===== config.mk =====
export PLATFORM = sky130hd
export DESIGN_NAME = asimpb_bridge
export DESIGN_NICKNAME = d
export VERILOG_FILES = /design/src/design/asimpb_pkg.sv /design/src/design/asimpb_bridge.sv
export SDC_FILE = /design/constraint.sdc
export NUM_CORES = 1
export LEC_CHECK = 0
export BUFFER_PORTS_ARGS = -buffer_cell sky130_fd_sc_hd__buf_2
export CORE_MARGIN = 5
export CORE_UTILIZATION = 62
export CTS_CLUSTER_DIAMETER = 150
export DETAILED_ROUTE_END_ITERATION = 16
export GPL_TIMING_DRIVEN = 0
export PLACE_DENSITY_LB_ADDON = 0.05
export SLEW_MARGIN = 30
export SYNTH_ARGS = -nofsm -noshare
export SYNTH_HDL_FRONTEND = slang
export SYNTH_SLANG_ARGS = --single-unit

===== constraint.sdc =====
create_clock -name clk_sys -period 11.6 [get_ports clk_sys]
set_input_delay 0 -clock clk_sys [delete_from_list [all_inputs] [get_ports clk_sys]]
set_output_delay 0 -clock clk_sys [all_outputs]
set_load 0.01 [all_outputs]

===== src/design/asimpb_pkg.sv =====
// Constants and types shared by the AS-i master physical bridge
package asimpb_pkg;

    // System clock
    localparam int CLK_PERIOD_NS = 10;

    // Operating modes, one-hot
    typedef enum logic [2:0] {
        MODE_MASTER1 = 3'b001,
        MODE_MASTER2 = 3'b010,
        MODE_REPEATER = 3'b100
    } asimpb_mode_type;

    // Configuration carried as one bundle
    typedef struct packed {
        logic masterEnable;
        asimpb_mode_type mode;
    } asimpb_cfg_type;

    // Power-fail sequencer states, one-hot
    typedef enum logic [3:0] {
        PF_IDLE = 4'b0001,
        PF_RXMOD = 4'b0010,
        PF_HOLD = 4'b0100,
        PF_RELEASE = 4'b1000
    } asimpb_pf_type;

    // Loopback delay register
    localparam logic [3:0] LB_CODE_RESET = 4'h0;
    localparam int LB_STEP_NS = 125;
    localparam int LB_BASE_NS = 3880;
    localparam int LB_BASE_CYC = LB_BASE_NS / CLK_PERIOD_NS;
    localparam int LB_LINE_LEN = 600;

    // Manchester timing: half bit 3 us, tolerance 0.75 us
    localparam int HALF_NS = 3000;
    localparam int JIT_NS = 750;
    localparam int HALF_CYC = HALF_NS / CLK_PERIOD_NS;
    localparam int FULL_CYC = 2 * HALF_CYC;
    localparam int HALF_MIN_CYC = (HALF_NS - JIT_NS) / CLK_PERIOD_NS;
    localparam int HALF_MAX_CYC = (HALF_NS + JIT_NS) / CLK_PERIOD_NS;
    localparam int FULL_MIN_CYC = (2 * HALF_NS - JIT_NS) / CLK_PERIOD_NS;
    localparam int FULL_MAX_CYC = (2 * HALF_NS + JIT_NS) / CLK_PERIOD_NS;
    localparam int RESYNC_LAT_NS = 1000;
    localparam int RESYNC_LAT_CYC = RESYNC_LAT_NS / CLK_PERIOD_NS;
    localparam int BREAK_NS = 12000;
    localparam int BREAK_CYC = BREAK_NS / CLK_PERIOD_NS;
    localparam int TX_IDLE_NS = 12000;
    localparam int TX_IDLE_CYC = TX_IDLE_NS / CLK_PERIOD_NS;

    // Power-fail timing
    localparam int PF_FILT_NS = 6000;
    localparam int PF_FILT_CYC = (PF_FILT_NS + CLK_PERIOD_NS - 1) / CLK_PERIOD_NS;
    localparam int PF_RX_US = 672;
    localparam int PF_APF_US = 736;
    localparam int PF_HOLD_US = 64;
    localparam int PF_OFF_US = 96;
    localparam int PF_RX_CYC = PF_RX_US * 1000 / CLK_PERIOD_NS - PF_FILT_CYC;
    localparam int PF_APF_CYC = PF_APF_US * 1000 / CLK_PERIOD_NS - PF_FILT_CYC;
    localparam int PF_HOLD_CYC = PF_HOLD_US * 1000 / CLK_PERIOD_NS;
    localparam int PF_OFF_CYC = PF_OFF_US * 1000 / CLK_PERIOD_NS - PF_FILT_CYC;
    localparam int PF_CNT_W = 17;
    localparam int UNUSED_PINS = 8;

endpackage


===== src/design/asimpb_bridge.sv =====
// AS-i master/repeater physical bridge: line pass-through, resync, power fail
//
// Functional notes
// - Mode sets modulation, loopback and receive polarity
// - Check telegrams, re-time edges within jitter limits
// - Telegram error blanks receive output for 12 us
// - Transmit input goes straight to line driver
// - No loopback: receiver off while transmitting
// - Loopback: own transmit signal appears on receive
// - Delay code adds 125 ns per step
// - Code written first; master flag refuses writes
// - First filter drops states shorter than 6 us
// - Second stage: separate assert and release times
// - Power fail output is active high
// - Master mode one drives receive high on power fail
// - Receive power fail after 672 us
// - Power fail output after 736 us
// - Hold needs 64 us more, else idle
// - Hold keeps indication at least 64 us
// - Release 96 us after power returns
// - Loopback edge delay 4.9 to 6.8 us
// - Unused pins held high, not driven
`timescale 1ns/1ps
`default_nettype none

module asimpb_bridge
    import asimpb_pkg::*;
#(
    parameter int PfRxCyc = PF_RX_CYC,
    parameter int PfApfCyc = PF_APF_CYC,
    parameter int PfHoldCyc = PF_HOLD_CYC,
    parameter int PfOffCyc = PF_OFF_CYC
) (
    // Clock and reset
    input wire logic clk_sys,
    input wire logic reset_n,
    input wire logic ext_reset_low,
    // Configuration
    input wire asimpb_cfg_type cfgIn,
    input wire logic delayWrite,
    input wire logic [3:0] delay_code_bits,
    output logic [3:0] loopback_delay_setting,
    output logic writeRefused,
    // Line side
    input wire logic transmit_line_in,
    output logic lineTxOut,
    input wire logic lineRxIn,
    output logic lineRxEnable,
    input wire logic line_positive_input,
    // Controller side
    output logic receive_line_out,
    output logic line_power_fail_out,
    // Unused pins, three-signal form
    input wire logic [UNUSED_PINS-1:0] unusedPinIn,
    output logic [UNUSED_PINS-1:0] unusedPinOut,
    output logic [UNUSED_PINS-1:0] unusedPinOe
);

    // Synchroniser stages; stage one only feeds stage two
    logic extRstMeta, extRstSync;
    logic rxMeta, rxSync;
    logic txMeta, txSync;
    logic pfMeta, pfSync;

    // Two-flop capture of every asynchronous input
    always_ff @(posedge clk_sys) begin
        if (!reset_n) begin
            extRstMeta <= 1'b0;
            extRstSync <= 1'b0;
            rxMeta <= 1'b0;
            rxSync <= 1'b0;
            txMeta <= 1'b0;
            txSync <= 1'b0;
            pfMeta <= 1'b0;
            pfSync <= 1'b0;
        end else begin
            extRstMeta <= ext_reset_low;
            extRstSync <= extRstMeta;
            rxMeta <= lineRxIn;
            rxSync <= rxMeta;
            txMeta <= transmit_line_in;
            txSync <= txMeta;
            pfMeta <= line_positive_input;
            pfSync <= pfMeta;
        end
    end

    // Functional reset: system reset or external pin held low
    wire rstAll = !reset_n || !extRstSync;

    // Direct pass to the transmitter; any flop here would add delay
    assign lineTxOut = transmit_line_in;

    // Mode decode; modulation and loopback only while master function is enabled
    wire active = cfgIn.masterEnable;
    wire modMode = active && (cfgIn.mode == MODE_MASTER1);
    wire loopOn = active && (cfgIn.mode != MODE_REPEATER);
    wire invertRx = (cfgIn.mode == MODE_REPEATER);

    // Delay code register, frozen once master flag is set
    logic [3:0] delayCode;
    wire acceptWrite = delayWrite && !cfgIn.masterEnable;

    // Store code; report refused writes for one cycle
    always_ff @(posedge clk_sys) begin
        if (rstAll) begin
            delayCode <= LB_CODE_RESET;
            writeRefused <= 1'b0;
        end else begin
            if (acceptWrite) begin
                delayCode <= delay_code_bits;
            end
            writeRefused <= delayWrite && cfgIn.masterEnable;
        end
    end

    // Transmit activity: edges keep a retrigger timer alive
    logic txPrev;
    logic [10:0] txIdleCnt;
    wire txEdge = txSync != txPrev;
    wire transmitting = txIdleCnt != 11'h000;

    // Retriggerable activity timer
    always_ff @(posedge clk_sys) begin
        if (rstAll) begin
            txPrev <= 1'b0;
            txIdleCnt <= 11'h000;
        end else begin
            txPrev <= txSync;
            if (txEdge) begin
                txIdleCnt <= 11'(TX_IDLE_CYC);
            end else if (transmitting) begin
                txIdleCnt <= txIdleCnt - 11'h001;
            end
        end
    end

    // Loopback delay line; tap picks base plus 125 ns steps
    logic [LB_LINE_LEN-1:0] txLine;
    wire [9:0] stepCyc = 10'((32'(delayCode) * LB_STEP_NS) / CLK_PERIOD_NS);
    wire [9:0] tapIdx = 10'(LB_BASE_CYC) + stepCyc;
    wire txDelayed = txLine[tapIdx];

    // Shift every cycle; the tap selects the extra delay
    always_ff @(posedge clk_sys) begin
        if (rstAll) begin
            txLine <= '0;
        end else begin
            txLine <= {txLine[LB_LINE_LEN-2:0], txSync};
        end
    end

    // A fresh tx edge counts at once: our own pin copy reaches rxSync as early
    wire txActive = transmitting || txEdge;
    // Receiver gating and source select
    wire rxGate = !(txActive && !loopOn);
    // Disabled receiver output is junk; trust it only once the enable
    // has been back for longer than the synchroniser depth
    logic [2:0] rxOnHist;
    wire rxTrusted = rxGate && (rxOnHist == 3'h7);
    wire srcLevel = (loopOn && txActive) ? txDelayed : (rxTrusted && rxSync);

    // Enable history, shifted every cycle
    always_ff @(posedge clk_sys) begin
        if (rstAll) begin
            rxOnHist <= 3'h7;
        end else begin
            rxOnHist <= {rxOnHist[1:0], lineRxEnable};
        end
    end

    // Edge checker and retimer state
    logic srcPrev;
    logic inTelegram;
    logic [10:0] inCnt;
    logic [10:0] outCnt;
    logic [10:0] target;
    logic pending;
    logic outLevel;
    logic [10:0] breakCnt;
    wire srcEdge = (srcLevel != srcPrev) && (breakCnt == 11'h000);
    wire isHalf = inCnt >= 11'(HALF_MIN_CYC) && inCnt <= 11'(HALF_MAX_CYC);
    wire isFull = inCnt >= 11'(FULL_MIN_CYC) && inCnt <= 11'(FULL_MAX_CYC);
    wire badEdge = srcEdge && inTelegram && !isHalf && !isFull;
    wire timeOut = inTelegram && (inCnt > 11'(FULL_MAX_CYC));
    wire emit = pending && (outCnt >= target);

    // Interval measure, error blanking and nominal re-timing
    always_ff @(posedge clk_sys) begin
        if (rstAll) begin
            srcPrev <= 1'b0;
            inTelegram <= 1'b0;
            inCnt <= 11'h000;
            outCnt <= 11'h000;
            target <= 11'h000;
            pending <= 1'b0;
            outLevel <= 1'b0;
            breakCnt <= 11'h000;
        end else begin
            srcPrev <= srcLevel;
            // Saturating counters
            if (inCnt != 11'h7ff) begin
                inCnt <= inCnt + 11'h001;
            end
            if (outCnt != 11'h7ff) begin
                outCnt <= outCnt + 11'h001;
            end
            if (breakCnt != 11'h000) begin
                breakCnt <= breakCnt - 11'h001;
            end
            if (badEdge) begin
                // Error: force inactive for the break time
                breakCnt <= 11'(BREAK_CYC);
                outLevel <= 1'b0;
                pending <= 1'b0;
                inTelegram <= 1'b0;
            end else if (srcEdge) begin
                inCnt <= 11'h000;
                pending <= 1'b1;
                if (!inTelegram) begin
                    // First edge: fixed latency absorbs later jitter
                    inTelegram <= 1'b1;
                    outCnt <= 11'h000;
                    target <= 11'(RESYNC_LAT_CYC);
                end else begin
                    // Snap to nominal half or full bit spacing
                    target <= isHalf ? 11'(HALF_CYC) : 11'(FULL_CYC);
                end
            end else begin
                if (timeOut) begin
                    inTelegram <= 1'b0;
                end
                if (emit) begin
                    outLevel <= !outLevel;
                    outCnt <= 11'h000;
                    pending <= 1'b0;
                end
            end
        end
    end

    // Power fail first filter: new level must stay 6 us
    logic pfStage1;
    logic [9:0] filtCnt;

    // Accept a change only after it has held long enough
    always_ff @(posedge clk_sys) begin
        if (rstAll) begin
            pfStage1 <= 1'b0;
            filtCnt <= 10'h000;
        end else if (pfSync == pfStage1) begin
            filtCnt <= 10'h000;
        end else if (filtCnt == 10'(PF_FILT_CYC - 1)) begin
            pfStage1 <= pfSync;
            filtCnt <= 10'h000;
        end else begin
            filtCnt <= filtCnt + 10'h001;
        end
    end

    // Second stage sequencer with separate on and off times
    asimpb_pf_type pfState, next_pfState;
    logic [PF_CNT_W-1:0] pfCnt;
    logic [PF_CNT_W-1:0] next_pfCnt;
    wire rxHit = pfCnt >= PF_CNT_W'(PfRxCyc - 1);
    wire apfHit = pfCnt >= PF_CNT_W'(PfApfCyc - 1);
    wire holdDone = pfCnt >= PF_CNT_W'(PfHoldCyc - 1);
    wire offDone = pfCnt >= PF_CNT_W'(PfOffCyc - 1);
    wire [PF_CNT_W-1:0] pfCntInc = pfCnt + PF_CNT_W'(1);

    // Next-state logic of the power-fail sequencer
    always_comb begin
        next_pfState = pfState;
        next_pfCnt = pfCntInc;
        case (pfState)
            PF_IDLE: begin
                if (!pfStage1) begin
                    next_pfCnt = '0;
                end else if (rxHit) begin
                    next_pfState = PF_RXMOD;
                end
            end
            PF_RXMOD: begin
                if (!pfStage1) begin
                    // Too short for hold: straight back to idle
                    next_pfState = PF_IDLE;
                    next_pfCnt = '0;
                end else if (apfHit) begin
                    next_pfState = PF_HOLD;
                    next_pfCnt = '0;
                end
            end
            PF_HOLD: begin
                if (holdDone && !pfStage1) begin
                    next_pfState = PF_RELEASE;
                    next_pfCnt = '0;
                end else if (holdDone) begin
                    next_pfCnt = pfCnt;
                end
            end
            PF_RELEASE: begin
                if (pfStage1) begin
                    // Power dropped again before release
                    next_pfState = PF_HOLD;
                    next_pfCnt = PF_CNT_W'(PfHoldCyc - 1);
                end else if (offDone) begin
                    next_pfState = PF_IDLE;
                    next_pfCnt = '0;
                end
            end
            default: begin
                next_pfState = PF_IDLE;
                next_pfCnt = '0;
            end
        endcase
    end

    // Sequencer registers
    always_ff @(posedge clk_sys) begin
        if (rstAll) begin
            pfState <= PF_IDLE;
            pfCnt <= '0;
        end else begin
            pfState <= next_pfState;
            pfCnt <= next_pfCnt;
        end
    end

    // Indication decode
    wire pfApf = (pfState == PF_HOLD) || (pfState == PF_RELEASE);
    wire pfRx = pfApf || (pfState == PF_RXMOD);

    // Output selection: polarity on data first, then modulation over data
    wire rxData = outLevel ^ invertRx;
    wire next_rxOut = !active ? invertRx : ((modMode && pfRx) ? 1'b1 : rxData);

    // Registered outputs toward controller and line
    always_ff @(posedge clk_sys) begin
        if (rstAll) begin
            receive_line_out <= 1'b0;
            line_power_fail_out <= 1'b0;
            lineRxEnable <= 1'b1;
            loopback_delay_setting <= LB_CODE_RESET;
            unusedPinOut <= '0;
            unusedPinOe <= '0;
        end else begin
            receive_line_out <= next_rxOut;
            line_power_fail_out <= active && pfApf;
            lineRxEnable <= rxGate;
            loopback_delay_setting <= delayCode;
            unusedPinOut <= '1;
            unusedPinOe <= '0;
        end
    end

endmodule

`default_nettype wire


==> results by group <==
Die
  – Row cnt: 75
  – Count of pins on the block boundary: 48
  – Floorplan die area: 0.0468 sq mm
  – Height of the die: 216 um
  – Core area: 0.0420 sq mm
  – Initial Util: 62.8%
  – Horiz. Die Dim: around 220 um

Global route
  – Global routing's busiest layer: met2
  – Number of global-route vias before repair: 19591
  – GRT Total Usage: 24.8%
  – Antenna violations before repair: 1
  – Maximum number of pins on one net before global-route repair: 15
  – Total overflow reported by the global router: 0
  – GR Layer Usage met2: 40.7%
  – Met3 usage: 3.64%
  – Met1 global-route usage: 33.5%
  – Global-route wire length before repair: 98200 um

Logic synthesis
  – Number of synthesized flops with an enable pin: 0
  – Register bit count reported by yosys: 709
  – Most area-hungry cell type in the Yosys netlist: sky130_fd_sc_hd__dfxtp_1
  – Total of warnings raised by yosys: 0
  – Post-synth top area share: 53.8%
  – Top cells by area in the synthesized netlist: sky130_fd_sc_hd__dfxtp_1 (54%), sky130_fd_sc_hd__and3_1 (15%), sky130_fd_sc_hd__clkbuf_1 (2.6%), sky130_fd_sc_hd__nand2_1 (2.5%), sky130_fd_sc_hd__nor2_1 (2.0%)
  – Synth async-reset ratio: 0%
  – Summed instance area of the synthesized netlist: 0.0264 sq mm
  – Post-Synthesis Cells: 2697
  – Avg Inst Size Synth: 9.78 sq um
  – Seq/Total Area, Yosys: 53.8%
  – Top_reg_cell synth: sky130_fd_sc_hd__dfxtp_1
  – Post-synthesis cell type count: 107

Worst setup path
  – Crit-path most repeated cell: sky130_fd_sc_hd__buf_2
  – Critical R2R Launch: delayCode[1]
  – CP max FO: 10
  – Critical path's slowest cell: sky130_fd_sc_hd__fa_1
  – Crit path largest cell delay: 0.66 ns
  – Endpoint of the worst register-to-register path: outCnt[1]
  – Reg-to-reg setup timing slack: roughly 0.45 ns
  – Worst path required time: 12.05 ns
  – Destination of the critical timing path: outCnt[1]
  – Arrival time at the worst endpoint: between 10 and 15 ns
  – CP Launch Point: delayCode[1]
  – Worst reg2reg path depth: 40
  – Sort of element at the start of the critical path: register
  – Setup Crit Path Kind: reg2reg
  – Endpoint class of the critical path: register

STA
  – Largest clock skew in the final design: 0.0205 ns
  – Worst slew pin tran: 0.996 ns
  – Setup TNS: 0 ns
  – Shortest period the worst path allows: ~11 ns
  – Hold Worst Slack: 0.0529 ns
  – Unrepaired setup endpoints after global routing: no
  – Worst max-slew margin expressed relative to the limit: about a third
  – Post-layout worst setup margin: 0.447 ns
  – Final hold violation count: 0
  – Final worst-path cycle share: 96.1%
  – Count of final max-slew check failures: 0
  – Setup violators final: 0
  – Fmax achieved: 0.0897 GHz

Power
  – Internal Dissipation: 3.92 mW
  – Part of the power in registers: between 40% and 50%
  – Part of the power in the clock network: 45.8%
  – Static leakage power: about 14 nW
  – Share of total power consumed by net switching: approximately 23%
  – Total power draw: between 5 and 6 mW
  – Combinational group share of total power: 6.0%
  – Total power density per cell area: 170 mW/mm^2
  – Total net switching power: between 1 and 1.5 mW
  – Maximum resistive drop on vdd: 144 uV

CTS
  – Number of buffers inserted during clock tree synthesis: 72
  – Clock network latency to the later pin of the worst-skew pair: roughly 0.6 ns
  – TritonCTS clock tree: done
  – Number of setup buffers added after CTS: 0
  – Clock tree sinks: approximately 700
  – Root buffer cell: sky130_fd_sc_hd__clkbuf_16
  – Worst-case clock buffer depth: 3
  – Deepest level of the CTS H-tree: 3
  – Clock transition at the registers of the reported paths: 0.06 ns

Drt
  – First DRT Iteration DRCs: about 1800
  – Iteration count of the initial detailed-routing pass: 6
  – Average detailed-routed wire length per instance: 17.5 um
  – Total wire length after detailed routing: 59600 um
  – Via density per instance: ~6
  – Final antenna-violating net count: 0
  – DRC: 0
  – Total vias in the final route: 20030

Finish
  – Layout cell share with drive strength beyond 1: 8.63%
  – Count of nets after finishing: approximately 2900
  – Antenna fix cells: 0
  – Layout-stage area growth over the synthesis result: 13.0%

Run status
  – Status: complete, no violations

Job
  – Max Cap Violations: 0

Placement
  – HPWL reported at the end of detailed placement: roughly 39000 um
  – Worst slack, placed: 0.126 ns
  – Port Buffer Count: 31
  – Routability Congestion: 0.877

Worst hold path
  – Worst hold path class: in2reg
## repair_timing
item	4_1_cts	5_1_grt
endpoints found under the hold margin	13	0
pin swaps	0	0
hold buffers	14	0
gates resized for setup	1	7
setup endpoints to repair	10	38
## power groups by stage
stage	sequential (mW)	clock, mW	combinational [mW]
finish	2.44	2.32	0.303
global route	2.44	2.47	0.323
CTS	2.44	2.36	0.295
detailed placement	2.49	0	0.289
global placement	2.49	0	0.286
floorplan	2.49	0	0.192
## synthesized netlist by cell type, drive strengths merged, types with 17 or more instances
cell type and count:
o211ai 17, dfxtp 709, a211oi 25, ha 31, inv 47, and3 621
buf 44, nand2b 19, a21o 17, nor2 142, or3 18, a21oi 86
and2 20, clkbuf 180, nand2 176, xnor2 37, a31oi 24, nand3 70
mux2i 47, xor2 33, o21ai 64, nor3 37
## sequential cells by signal (all words and copies together) (netlist names), 3 cells and up
| signal | cells |
|---|---|
| delayCode | 4 |
| target | 5 |
| txLine | 600 |
| inCnt | 11 |
| rxOnHist | 3 |
| pfCnt | 17 |
| outCnt | 11 |
| pfState | 4 |
| breakCnt | 11 |
| loopback_delay_setting | 4 |
| txIdleCnt | 11 |
| filtCnt | 10 |
## per-layer routing
layer,share of wire (%),wire length (um)
met5,0.040,24
met4,3.3,1990
met3,5.8,3430
met2,46,27400
met1,45,26800
## critical path: cells and delay by family, from the launching register on
kind	cells	cell delay (ns)
flops	1	0.45
compound gates	9	3.08
buf+inv	10	2.24
simple gates	13	2.38
mux	3	0.70
fa+ha+maj	4	1.90
xor+xnor	1	0.23
## logic make-up (layout without fill, tap and decap cells)
logic type,Yosys count,after routing,synth area share [%]
simple gates,1181,1181,25.2
flops,709,709,53.8
compound gates,363,363,9.68
buf+inv,273,442,4.37
xor+xnor,70,70,2.41
mux,62,62,2.57
fa+ha+maj,38,38,2.00
other cells,1,8,0.0142
## area by class of cell
| cell class | instances | area (sq um) |
|---|---|---|
| Tap cell | 539 | 674 |
| Fill cell | 3157 | 12200 |
| Multi-Input combinational cell | 1722 | 11100 |
| Clock buffer | 103 | 2100 |
| Timing Repair Buffer | 45 | 295 |
| Clock inverter | 22 | 285 |
| Sequential cell | 709 | 14200 |
| Inverter | 49 | 185 |
| Buffer | 223 | 966 |
## how the worst min path moves through the flow
stage / start / cells after the start / end / slack, ns
after floorplan: transmit_line_in / 1 / lineTxOut / 0.09
after global placement: ext_reset_low / 2 / extRstMeta / 0.20
after detailed placement: lineRxIn / 2 / rxMeta / 0.21
after CTS: cfgIn[0] / 5 / srcPrev / 0.04
after global routing: reset_n / 4 / inCnt[1] / 0.11
final: cfgIn[0] / 5 / srcPrev / 0.05
## through the flow
stage | instance area [sq um] | std cells | util [%]
after global placement | 27200 | 3274 | 64.8
after detailed placement | 27300 | 3274 | 64.8
after floorplan | 26400 | 2704 | -
final | 29800 | 3412 | 70.9
after global routing | 29800 | 3412 | 70.9
after CTS | 29800 | 3413 | 70.9
## cells in the final DEF (no fill, tap or decap), types with 13 or more instances in the layout
cell and n:
sky130_fd_sc_hd__o22ai_1 13, sky130_fd_sc_hd__nor3_1 27, sky130_fd_sc_hd__ha_1 31, sky130_fd_sc_hd__buf_4 22, sky130_fd_sc_hd__a211oi_1 18, sky130_fd_sc_hd__clkbuf_1 195
sky130_fd_sc_hd__nand2_1 174, sky130_fd_sc_hd__nor2_1 140, sky130_fd_sc_hd__xor2_1 33, sky130_fd_sc_hd__nand2b_1 18, sky130_fd_sc_hd__nand4_1 13, sky130_fd_sc_hd__buf_2 48
sky130_fd_sc_hd__nor2b_1 13, sky130_fd_sc_hd__and2_1 20, sky130_fd_sc_hd__a21oi_1 82, sky130_fd_sc_hd__o21ai_0 60, sky130_fd_sc_hd__dlygate4sd3_1 14, sky130_fd_sc_hd__dfxtp_1 709
sky130_fd_sc_hd__mux2i_1 47, sky130_fd_sc_hd__a31oi_1 24, sky130_fd_sc_hd__o211ai_1 16, sky130_fd_sc_hd__inv_1 47, sky130_fd_sc_hd__nand3_1 69, sky130_fd_sc_hd__xnor2_1 33
sky130_fd_sc_hd__and3_1 621, sky130_fd_sc_hd__clkbuf_16 76, sky130_fd_sc_hd__or3_1 17, sky130_fd_sc_hd__a21o_1 16
Note: power is estimated with default switching activity, not from simulation.
